File: src/hhp_pkg.sv
// Notes on behaviour
// - Two-bit field picks 157/490/980/3900 Hz.
// - Duty held and applied at eight bits.
// - Modes 000 and 100 keep bridge idle.
// - Modes 001/101 complementary at doubled frequency.
// - 00H drives B only; FFH drives A only.
// - 80H gives equal pulses, motor stands.
// - Mode 101 idles both channels at 80H.
// - Mode 010 modulates A, B held low.
// - Mode 011 modulates B, A held low.
// - Mode 110 modulates A, B held high.
// - Mode 111 modulates B, A held high.
// - High/low switch pairs set direction or brake.
// - Duty from register, engine or group fader.
// - Engines set duty only; mode is register-only.
// - Clearing select bit routes haptic to group PWM.
// - One second wait before power-save in haptic.
// - Haptic forces boost constant voltage, 4.5/5.0V.
package hhp_pkg;

  localparam int unsigned CLK_HZ    = 25_000_000;
  localparam int unsigned PWM_STEPS = 256;
  localparam int unsigned FREQ0_HZ  = 157;
  localparam int unsigned FREQ1_HZ  = 490;
  localparam int unsigned FREQ2_HZ  = 980;
  localparam int unsigned FREQ3_HZ  = 3900;
  localparam int unsigned DIV_W     = 10;

  // Clocks per counter step; integer division rounds down, so a step is never longer than nominal.
  localparam logic [9:0] DIV0 = 10'(CLK_HZ / (FREQ0_HZ * PWM_STEPS));
  localparam logic [9:0] DIV1 = 10'(CLK_HZ / (FREQ1_HZ * PWM_STEPS));
  localparam logic [9:0] DIV2 = 10'(CLK_HZ / (FREQ2_HZ * PWM_STEPS));
  localparam logic [9:0] DIV3 = 10'(CLK_HZ / (FREQ3_HZ * PWM_STEPS));

  localparam int unsigned PS_WAIT_MS  = 1000;
  localparam int unsigned PS_WAIT_CYC = (CLK_HZ / 1000) * PS_WAIT_MS;
  localparam int unsigned PS_CNT_W    = 25;

  localparam logic [7:0] ADDR_CTRL = 8'h21;
  localparam logic [7:0] ADDR_DUTY = 8'h22;
  localparam logic [7:0] ADDR_MISC = 8'h36;

  localparam int unsigned CTRL_MODE_LSB = 0;
  localparam int unsigned CTRL_FREQ_LSB = 3;
  localparam int unsigned CTRL_SRC_LSB  = 5;
  localparam int unsigned CTRL_VSEL_BIT = 7;
  localparam int unsigned MISC_SEL_BIT  = 1;

  localparam logic [7:0] CTRL_RST = 8'h00;
  localparam logic [7:0] DUTY_RST = 8'h00;
  localparam logic [7:0] MISC_RST = 8'h02;

  localparam logic [7:0] DUTY_ZERO   = 8'h00;
  localparam logic [7:0] DUTY_CENTER = 8'h80;
  localparam logic [7:0] DUTY_FULL   = 8'hFF;

  localparam logic [1:0] SRC_REG   = 2'h0;
  localparam logic [1:0] SRC_ENG   = 2'h1;
  localparam logic [1:0] SRC_FADER = 2'h2;

  typedef enum logic [2:0] {
    MODE_OFF0       = 3'h0,
    MODE_DUAL       = 3'h1,
    MODE_A_B_LOW    = 3'h2,
    MODE_B_A_LOW    = 3'h3,
    MODE_OFF4       = 3'h4,
    MODE_DUAL_QUIET = 3'h5,
    MODE_A_B_HIGH   = 3'h6,
    MODE_B_A_HIGH   = 3'h7
  } hhp_mode_t;

  typedef enum logic [2:0] {
    PS_RUN   = 3'h1,
    PS_WAIT  = 3'h2,
    PS_READY = 3'h4
  } hhp_ps_t;

  typedef struct packed {
    logic       wr;
    logic       rd;
    logic [7:0] addr;
    logic [7:0] wdata;
  } hhp_reg_req_t;

  // One bridge leg: hi is the high-side switch, lo the low-side one.
  typedef struct packed {
    logic hi;
    logic lo;
  } hhp_leg_t;

  typedef struct packed {
    logic [7:0]          ctrl;
    logic [7:0]          duty;
    logic [7:0]          misc;
    logic [7:0]          rdata;
    logic [9:0]          div_cnt;
    logic [7:0]          pwm_cnt;
    logic [7:0]          duty_act;
    hhp_leg_t            leg_a;
    hhp_leg_t            leg_b;
    logic                grp_pwm;
    logic                ext_s1;
    logic                ext_s2;
    hhp_ps_t             ps;
    logic [24:0]         ps_cnt;
    logic                ps_ok;
    logic                boost_cv;
    logic                boost_5v0;
  } hhp_state_t;

endpackage : hhp_pkg
File: src/hhp_haptic.sv
module hhp_haptic #(
  parameter int unsigned PS_WAIT_CYC = hhp_pkg::PS_WAIT_CYC
) (
  input  wire logic              clk,
  input  wire logic              rst_n,
  input  wire hhp_pkg::hhp_reg_req_t reg_req,
  output      logic [7:0]        reg_rdata,
  input  wire logic [7:0]        eng_duty,
  input  wire logic [7:0]        fader_duty,
  input  wire logic              ext_pwm_pin,
  input  wire logic              idle_req,
  output      hhp_pkg::hhp_leg_t bridge_out_a,
  output      hhp_pkg::hhp_leg_t bridge_out_b,
  output      logic              group_pwm,
  output      logic              haptic_active,
  output      logic              ps_allow,
  output      logic              boost_cv_force,
  output      logic              boost_sel_5v0
);

  hhp_pkg::hhp_state_t s_q;
  hhp_pkg::hhp_state_t s_d;

  // Leg driven high: high-side on, low-side off.
  localparam hhp_pkg::hhp_leg_t LEG_HIGH = '{hi: 1'b1, lo: 1'b0};
  localparam hhp_pkg::hhp_leg_t LEG_LOW  = '{hi: 1'b0, lo: 1'b1};
  localparam hhp_pkg::hhp_leg_t LEG_OFF  = '{hi: 1'b0, lo: 1'b0};

  function automatic hhp_pkg::hhp_leg_t leg_of(input logic level);
    leg_of = level ? LEG_HIGH : LEG_LOW;
  endfunction : leg_of

  function automatic logic mode_dual(input hhp_pkg::hhp_mode_t m);
    mode_dual = (m == hhp_pkg::MODE_DUAL) ||
                (m == hhp_pkg::MODE_DUAL_QUIET);
  endfunction : mode_dual

  function automatic logic mode_on(input hhp_pkg::hhp_mode_t m);
    mode_on = (m != hhp_pkg::MODE_OFF0) && (m != hhp_pkg::MODE_OFF4);
  endfunction : mode_on

  // Reload value of the step prescaler; dual modes halve it.
  function automatic logic [9:0] div_load(input logic [1:0] f,
                                          input logic dual);
    logic [9:0] d;
    d = hhp_pkg::DIV0;
    case (f)
      2'h0:    d = hhp_pkg::DIV0;
      2'h1:    d = hhp_pkg::DIV1;
      2'h2:    d = hhp_pkg::DIV2;
      default: d = hhp_pkg::DIV3;
    endcase
    if (dual) begin
      d = d >> 1;
    end
    div_load = d - 10'h001;
  endfunction : div_load

  hhp_pkg::hhp_mode_t mode;
  logic [1:0]         freq;
  logic [1:0]         src;
  logic [7:0]         duty_src;
  logic               tick;
  logic               wrap;
  logic               cmp;
  logic               active;

  localparam int unsigned PS_CNT_W = hhp_pkg::PS_CNT_W;

  assign mode   = hhp_pkg::hhp_mode_t'(s_q.ctrl[hhp_pkg::CTRL_MODE_LSB +: 3]);
  assign freq   = s_q.ctrl[hhp_pkg::CTRL_FREQ_LSB +: 2];
  assign src    = s_q.ctrl[hhp_pkg::CTRL_SRC_LSB +: 2];
  assign active = mode_on(mode);
  assign tick   = (s_q.div_cnt == 10'h000);
  assign wrap   = tick && (s_q.pwm_cnt == hhp_pkg::DUTY_FULL);

  // Engines and the fader only ever supply duty; the mode field has no
  // path from them, so only a register write can change the mode.
  always_comb begin
    case (src)
      hhp_pkg::SRC_ENG:   duty_src = eng_duty;
      hhp_pkg::SRC_FADER: duty_src = fader_duty;
      default:            duty_src = s_q.duty;
    endcase
  end

  // FFH is stretched to a full period so the leg is truly always on.
  assign cmp = (s_q.duty_act == hhp_pkg::DUTY_FULL) ||
               (s_q.pwm_cnt < s_q.duty_act);

  always_comb begin
    s_d = s_q;

    s_d.ext_s1 = ext_pwm_pin;
    s_d.ext_s2 = s_q.ext_s1;

    if (reg_req.wr) begin
      case (reg_req.addr)
        hhp_pkg::ADDR_CTRL: s_d.ctrl = reg_req.wdata;
        hhp_pkg::ADDR_DUTY: s_d.duty = reg_req.wdata;
        hhp_pkg::ADDR_MISC: s_d.misc = reg_req.wdata;
        default:            s_d.misc = s_q.misc;
      endcase
    end

    if (reg_req.rd) begin
      case (reg_req.addr)
        hhp_pkg::ADDR_CTRL: s_d.rdata = s_q.ctrl;
        hhp_pkg::ADDR_DUTY: s_d.rdata = s_q.duty_act;
        hhp_pkg::ADDR_MISC: s_d.rdata = s_q.misc;
        default:            s_d.rdata = 8'h00;
      endcase
    end

    // Prescaler and free-running step counter.
    if (tick) begin
      s_d.div_cnt = div_load(freq, mode_dual(mode));
      s_d.pwm_cnt = 8'(s_q.pwm_cnt + 8'h01);
    end else begin
      s_d.div_cnt = s_q.div_cnt - 10'h001;
    end

    // New duty takes effect only at a period boundary, which keeps
    // every pulse whole at the cost of up to one period of latency.
    if (wrap) begin
      s_d.duty_act = duty_src;
    end

    // Leg encoding follows the bridge truth table.
    case (mode)
      hhp_pkg::MODE_DUAL: begin
        s_d.leg_a = leg_of(cmp);
        s_d.leg_b = leg_of(!cmp);
      end
      hhp_pkg::MODE_DUAL_QUIET: begin
        if (s_q.duty_act == hhp_pkg::DUTY_CENTER) begin
          s_d.leg_a = LEG_OFF;
          s_d.leg_b = LEG_OFF;
        end else begin
          s_d.leg_a = leg_of(cmp);
          s_d.leg_b = leg_of(!cmp);
        end
      end
      hhp_pkg::MODE_A_B_LOW: begin
        s_d.leg_a = leg_of(cmp);
        s_d.leg_b = LEG_LOW;
      end
      hhp_pkg::MODE_B_A_LOW: begin
        s_d.leg_a = LEG_LOW;
        s_d.leg_b = leg_of(cmp);
      end
      hhp_pkg::MODE_A_B_HIGH: begin
        s_d.leg_a = leg_of(cmp);
        s_d.leg_b = LEG_HIGH;
      end
      hhp_pkg::MODE_B_A_HIGH: begin
        s_d.leg_a = LEG_HIGH;
        s_d.leg_b = leg_of(cmp);
      end
      default: begin
        s_d.leg_a = LEG_OFF;
        s_d.leg_b = LEG_OFF;
      end
    endcase

    // Select bit low hands the group dimmer the haptic waveform.
    if (s_q.misc[hhp_pkg::MISC_SEL_BIT]) begin
      s_d.grp_pwm = s_q.ext_s2;
    end else begin
      s_d.grp_pwm = cmp;
    end

    s_d.boost_cv  = active;
    s_d.boost_5v0 = s_q.ctrl[hhp_pkg::CTRL_VSEL_BIT];

    // Power-save gate: a haptic run must sit out the settle time so the
    // motor is at rest before the supply drops.
    case (s_q.ps)
      hhp_pkg::PS_RUN: begin
        s_d.ps_ok  = 1'b0;
        s_d.ps_cnt = '0;
        if (idle_req) begin
          if (active) begin
            s_d.ps = hhp_pkg::PS_WAIT;
          end else begin
            s_d.ps    = hhp_pkg::PS_READY;
            s_d.ps_ok = 1'b1;
          end
        end
      end
      hhp_pkg::PS_WAIT: begin
        if (!idle_req) begin
          s_d.ps = hhp_pkg::PS_RUN;
        end else if (s_q.ps_cnt == PS_CNT_W'(PS_WAIT_CYC - 1)) begin
          s_d.ps    = hhp_pkg::PS_READY;
          s_d.ps_ok = 1'b1;
        end else begin
          s_d.ps_cnt = s_q.ps_cnt + PS_CNT_W'(1);
        end
      end
      hhp_pkg::PS_READY: begin
        if (!idle_req) begin
          s_d.ps    = hhp_pkg::PS_RUN;
          s_d.ps_ok = 1'b0;
        end
      end
      default: begin
        s_d.ps    = hhp_pkg::PS_RUN;
        s_d.ps_ok = 1'b0;
      end
    endcase
  end

  always_ff @(posedge clk or negedge rst_n) begin
    if (!rst_n) begin
      s_q           <= '0;
      s_q.ctrl      <= hhp_pkg::CTRL_RST;
      s_q.duty      <= hhp_pkg::DUTY_RST;
      s_q.duty_act  <= hhp_pkg::DUTY_RST;
      s_q.misc      <= hhp_pkg::MISC_RST;
      s_q.ps        <= hhp_pkg::PS_RUN;
    end else begin
      s_q <= s_d;
    end
  end

  assign reg_rdata      = s_q.rdata;
  assign bridge_out_a   = s_q.leg_a;
  assign bridge_out_b   = s_q.leg_b;
  assign group_pwm      = s_q.grp_pwm;
  assign haptic_active  = s_q.boost_cv;
  assign ps_allow       = s_q.ps_ok;
  assign boost_cv_force = s_q.boost_cv;
  assign boost_sel_5v0  = s_q.boost_5v0;

endmodule : hhp_haptic

File: config.mk
export PLATFORM = sky130hd
export DESIGN_NAME = hhp_haptic
export DESIGN_NICKNAME = d
export VERILOG_FILES = /design/src/hhp_pkg.sv /design/src/hhp_haptic.sv
export SDC_FILE = /design/constraint.sdc
export NUM_CORES = 1
export LEC_CHECK = 0
export ABC_CLOCK_PERIOD_IN_PS = 2490
export BUFFER_PORTS_ARGS = -buffer_cell sky130_fd_sc_hd__clkbuf_2
export CORE_MARGIN = 1.5
export CORE_UTILIZATION = 59
export DETAILED_ROUTE_END_ITERATION = 10
export PLACE_DENSITY = 0.8
export REMOVE_ABC_BUFFERS = 1
export SKIP_CTS_REPAIR_TIMING = 1
export SYNTH_ARGS = -nofsm -noshare
export SYNTH_HDL_FRONTEND = slang
export SYNTH_SLANG_ARGS = --single-unit
File: constraint.sdc
create_clock -name clk -period 2.49 [get_ports clk]
set_input_delay 0.498 -clock clk [delete_from_list [all_inputs] [get_ports clk]]
set_output_delay 0.498 -clock clk [all_outputs]
set_load 0.05 [all_outputs]
======== Yosys cells after proc, flatten, opt, wreduce, memory -nomap -nowiden ========
Cells that the tools add are included.
storage, ports and cells
  output and inout bits ................... 17
  register bits ........................... 96
cells by class
  eq/ne operators ......................... 27
  magnitude comparators ................... 1
  mux-type cells .......................... 25
  reductions and logical operators ........ 14
  add/subtract/negate cells ............... 4
operator list
  kind                     number
  $pmux W25 S2             1
  $mux W10                 3
  $pmux W10 S3             1
  $mux W26                 1
  $add A25 B1 Y25 const B  1
  $eq A25 B25 Y1 const B   1
  $mux W25                 1
  $eq A8 B6 Y1 const B     3
  $eq A8 B8 Y1 const B     3
  $pmux W4 S6              1
  $pmux W8 S3              1
  $sub A10 B1 Y10 const B  2
  $pmux W8 S2              1
  $mux W3                  5
  $eq A3 B3 Y1 const B     4
  $logic_not A10 Y1        1
  $ne A2 B2 Y1 const B     5
  $eq A3 B2 Y1 const B     3
  $pmux W3 S3              1
  $reduce_and A3 Y1        3
  $add A8 B1 Y8 const B    1
  $lt A8 B8 Y1             1
  $eq A3 B1 Y1 const B     2
  $ne A3 B3 Y1 const B     2
  12 further kinds         23

======== Longest topological paths before layout ========
  depth after elaboration ................. 6
  gate-level depth with buffers ........... 9
  gate-level depth less buffers ........... 9

======== Worst setup path before layout ========
Ideal clock, no wire load.
  path kind ............................... reg-to-reg
  start ................................... reg s_q[59] (netlist name)
  end ..................................... reg s_q[62] (netlist name)
  library setup time ...................... 0.126 ns
  period minus slack after synthesis ...... 2.070 ns
  setup slack ............................. 0.420 ns
  cell stages (with the launch flop) ...... 10
  arrival time ............................ 1.944 ns
  path through ............................ dfrtp_1 nor3_1 and4_1 clkbuf_2 buf_2 a31oi_1 ha_1 o211ai_1 a2111o_1 nand3_1
RTL lines
  element          RTL line          source
  start, declared  hhp_haptic.sv:21  hhp_pkg::hhp_state_t s_q;

==> out/metrics.csv <==
metric,value,unit
DP Cell Count,681,
NumNets Final,639,
period utilisation layout,91.06,%
Register-to-Register Path Depth,7,
PortBufs,54,
CTS HTree Levels,3,
layout cell share with drive strength beyond 1,20.54,%
Worst R2R Start,freq[0],
RR Endpoint,s_q[62],
DR iter-0 viols,301,
Final Critical Period,2267,ps
# DRC,0,
vias,4254,
Final WS setup,222.7,ps
Routed WL per cell,16.64,um
metal3 WL,529,um
# IOs,55,
largest net degree at the start of global routing,63,
final wirelength,11.60,mm
CP Launch Type,flip-flop,
Final Hold Fails,0,
Final GP Congestion,0.8358,
RSZ-0062 raised after global routing,false,
Syn Area/Cell,9.776,sq um
vias in the first global route,4176,
Filler Cells Inserted,656,
DP Worst Slack,276.0,ps
Starting Density,60.76,%
register area share after synthesis,45.38,%
clk buf depth,2,
Simple-Gate Fraction of Synth Area,19.76,%
Die ar.,0.009559,sq mm
CTS tree,built,
Area Overhead vs Synth,10.06,%
Clock Skews,11.57,ps
Synth Area in Compound Gates,14.83,%
"CTS clk-pin slew, worst paths",100,ps
CP arrival,2560,ps
# diodes,0,
synthesized cell area,0.005299,sq mm
Final Max Tran Viols,0,
Initial DRT Pass Iterations,4,
core area,0.008721,sq mm
"final std cell area, no fill",0.005832,sq mm
antenna violations before repair,0,
vias per cell,6.103,
setup TNS,0,ps
post-synthesis mux area share,6.494,%
worst-margin pin slew,558.6,ps
fin util,66.87,%
Setup CP Type,reg2reg,
clock sink total,96,
Die Y,97.77,um
Metal-1 WL,5.205,mm
TritonCTS Buffers,9,
standard-cell rows,34,
synthesized instance count,542,
highest routed layer,met4,
first-pass GRT wire length,19.79,mm
Power Density,581.1,mW/mm^2
YS warnings,0,
fin cells,697,
status,"finished, final reports clean",
Finish-stage setup viols,0,
Critical Path End Type,flip-flop,
Worst VDD drop,0.0003218,V
Post-Synth XOR/XNOR Area,3.802,%
max frequency,0.4410,GHz
DP Area,0.005625,sq mm
worst endpoint required time,2790,ps
Synth Flop Type,dfrtp_1,
largest family of logic cells by synthesized area,simple AND/OR/NAND/NOR gates,
Post-synth EDFFs,0,
worst-path maximum fanout,7,
Synth async-reset ratio,100.0,%
Die W,97.77,um
slack of the worst reg-to-reg path,220,ps
Rel. slew slack,62.24,%
CTS root buffer,clkbuf_8,
synthesized flop and latch total,96,
gr usage total,25.37,%
Leak,2.690,nW
max-cap violations,0,
worst skew pair latency,360,ps
metal2 WL,5.573,mm
Post-DRT Antenna Nets,0,
post-synthesis cell type count,63,
worst hold path class,in2async,
hpwl dp,8.363,mm
adder-cell share of the synthesized area,4.014,%
GRT overflow,0,
[power breakdown]
part	switching [mW]	internal (mW)	total, mW
Combinational	0.356	0.202	0.558
Clock	0.566	0.501	1.07
Sequential	0.102	1.66	1.76
[cells by family (layout without fill, tap and decap cells)]
logic type	count (synthesis)	after routing
AO/OA/AOI/OAI	117	117
XOR/XNOR	23	23
adder cells (fa/ha/maj)	17	17
multiplexers	31	31
flip-flops	96	96
buffers and inverters	63	110
AND/OR/NAND/NOR	195	195
[final cells by class]
class | instances | area (sq um) | area share, %
Tap cell | 108 | 135.1 | 2.317
Timing Repair Buffer | 68 | 390.4 | 6.694
Inverter | 26 | 97.59 | 1.673
Sequential cell | 96 | 2405 | 41.24
Clock buffer | 11 | 141.4 | 2.424
Clock inverter | 5 | 65.06 | 1.116
Multi-Input combinational cell | 383 | 2597 | 44.54
[through the flow]
stage / hold WS (ps) / total power, mW
floorplan: 202.4 / 2.120
global placement: 335.7 / 2.319
detailed placement: 345.8 / 2.340
CTS: 91.40 / 3.388
global route: 114.7 / 3.534
finish: 86.52 / 3.389
[critical path: stages (launching register included)]
cell and delay (ps):
dfrtp_1 460, inv_1 140, ha_1 300, nand2b_1 160, a2111oi_0 430, o211ai_1 220
a2111o_1 420, nand3_1 80
[routing by layer]
metal	up-vias	GRT usage (%)
li1	2034	-
met5	-	0
met3	21	3.865
met1	2061	34.56
met2	138	41.40
met4	0	9.670
[flip-flops by register name, summed over array words and instances (netlist names)]
name	flops
s_d	2
bridge_out_b	2
reg_rdata	8
boost_sel_5v0	1
s_q	73
freq	2
boost_cv_force	1
group_pwm	1
ps_allow	1
mode	3
bridge_out_a	2
[synth_stat cells, drive strengths merged (11+ instances only)]
master    n  area share (%)
inv      26             1.8
nand4    12             1.4
a22oi    16             2.3
xnor2    13             2.1
o21ai    29             2.7
clkbuf   16             1.2
ha       17             4.0
a21oi    24             2.4
nor2     34             2.4
nand2    49             3.5
o2bb2ai  11             1.8
buf      21             2.7
nor3     13             1.2
nand3    24             2.4
dfrtp    94              44
mux2     27             5.7
[how the worst max path moves through the flow]
stage               start       to  slack (ps)
2_1_floorplan  reg_req[8]  s_q[72]        -180
3_3_place_gp      freq[0]  s_q[62]         330
3_5_place_dp      freq[0]  s_q[62]         280
4_1_cts           freq[0]  s_q[62]         240
5_1_grt           s_q[29]  s_q[10]          60
6_report          freq[0]  s_q[62]         220
[cells in the final DEF (no fill, tap or decap), types with 7 or more instances in the layout]
cell / instances
dfrtp_1: 94
clkbuf_2: 53
nand2_1: 48
nor2_1: 34
o21ai_0: 29
mux2_2: 27
inv_1: 26
nand3_1: 23
a21oi_1: 22
ha_1: 17
a22oi_1: 16
buf_4: 14
nor3_1: 13
xnor2_1: 13
nand4_1: 12
o2bb2ai_1: 11
xor2_1: 10
clkbuf_8: 10
or3_1: 8
and3_1: 8
nand2b_1: 7
(Power assumes the default switching activity.)
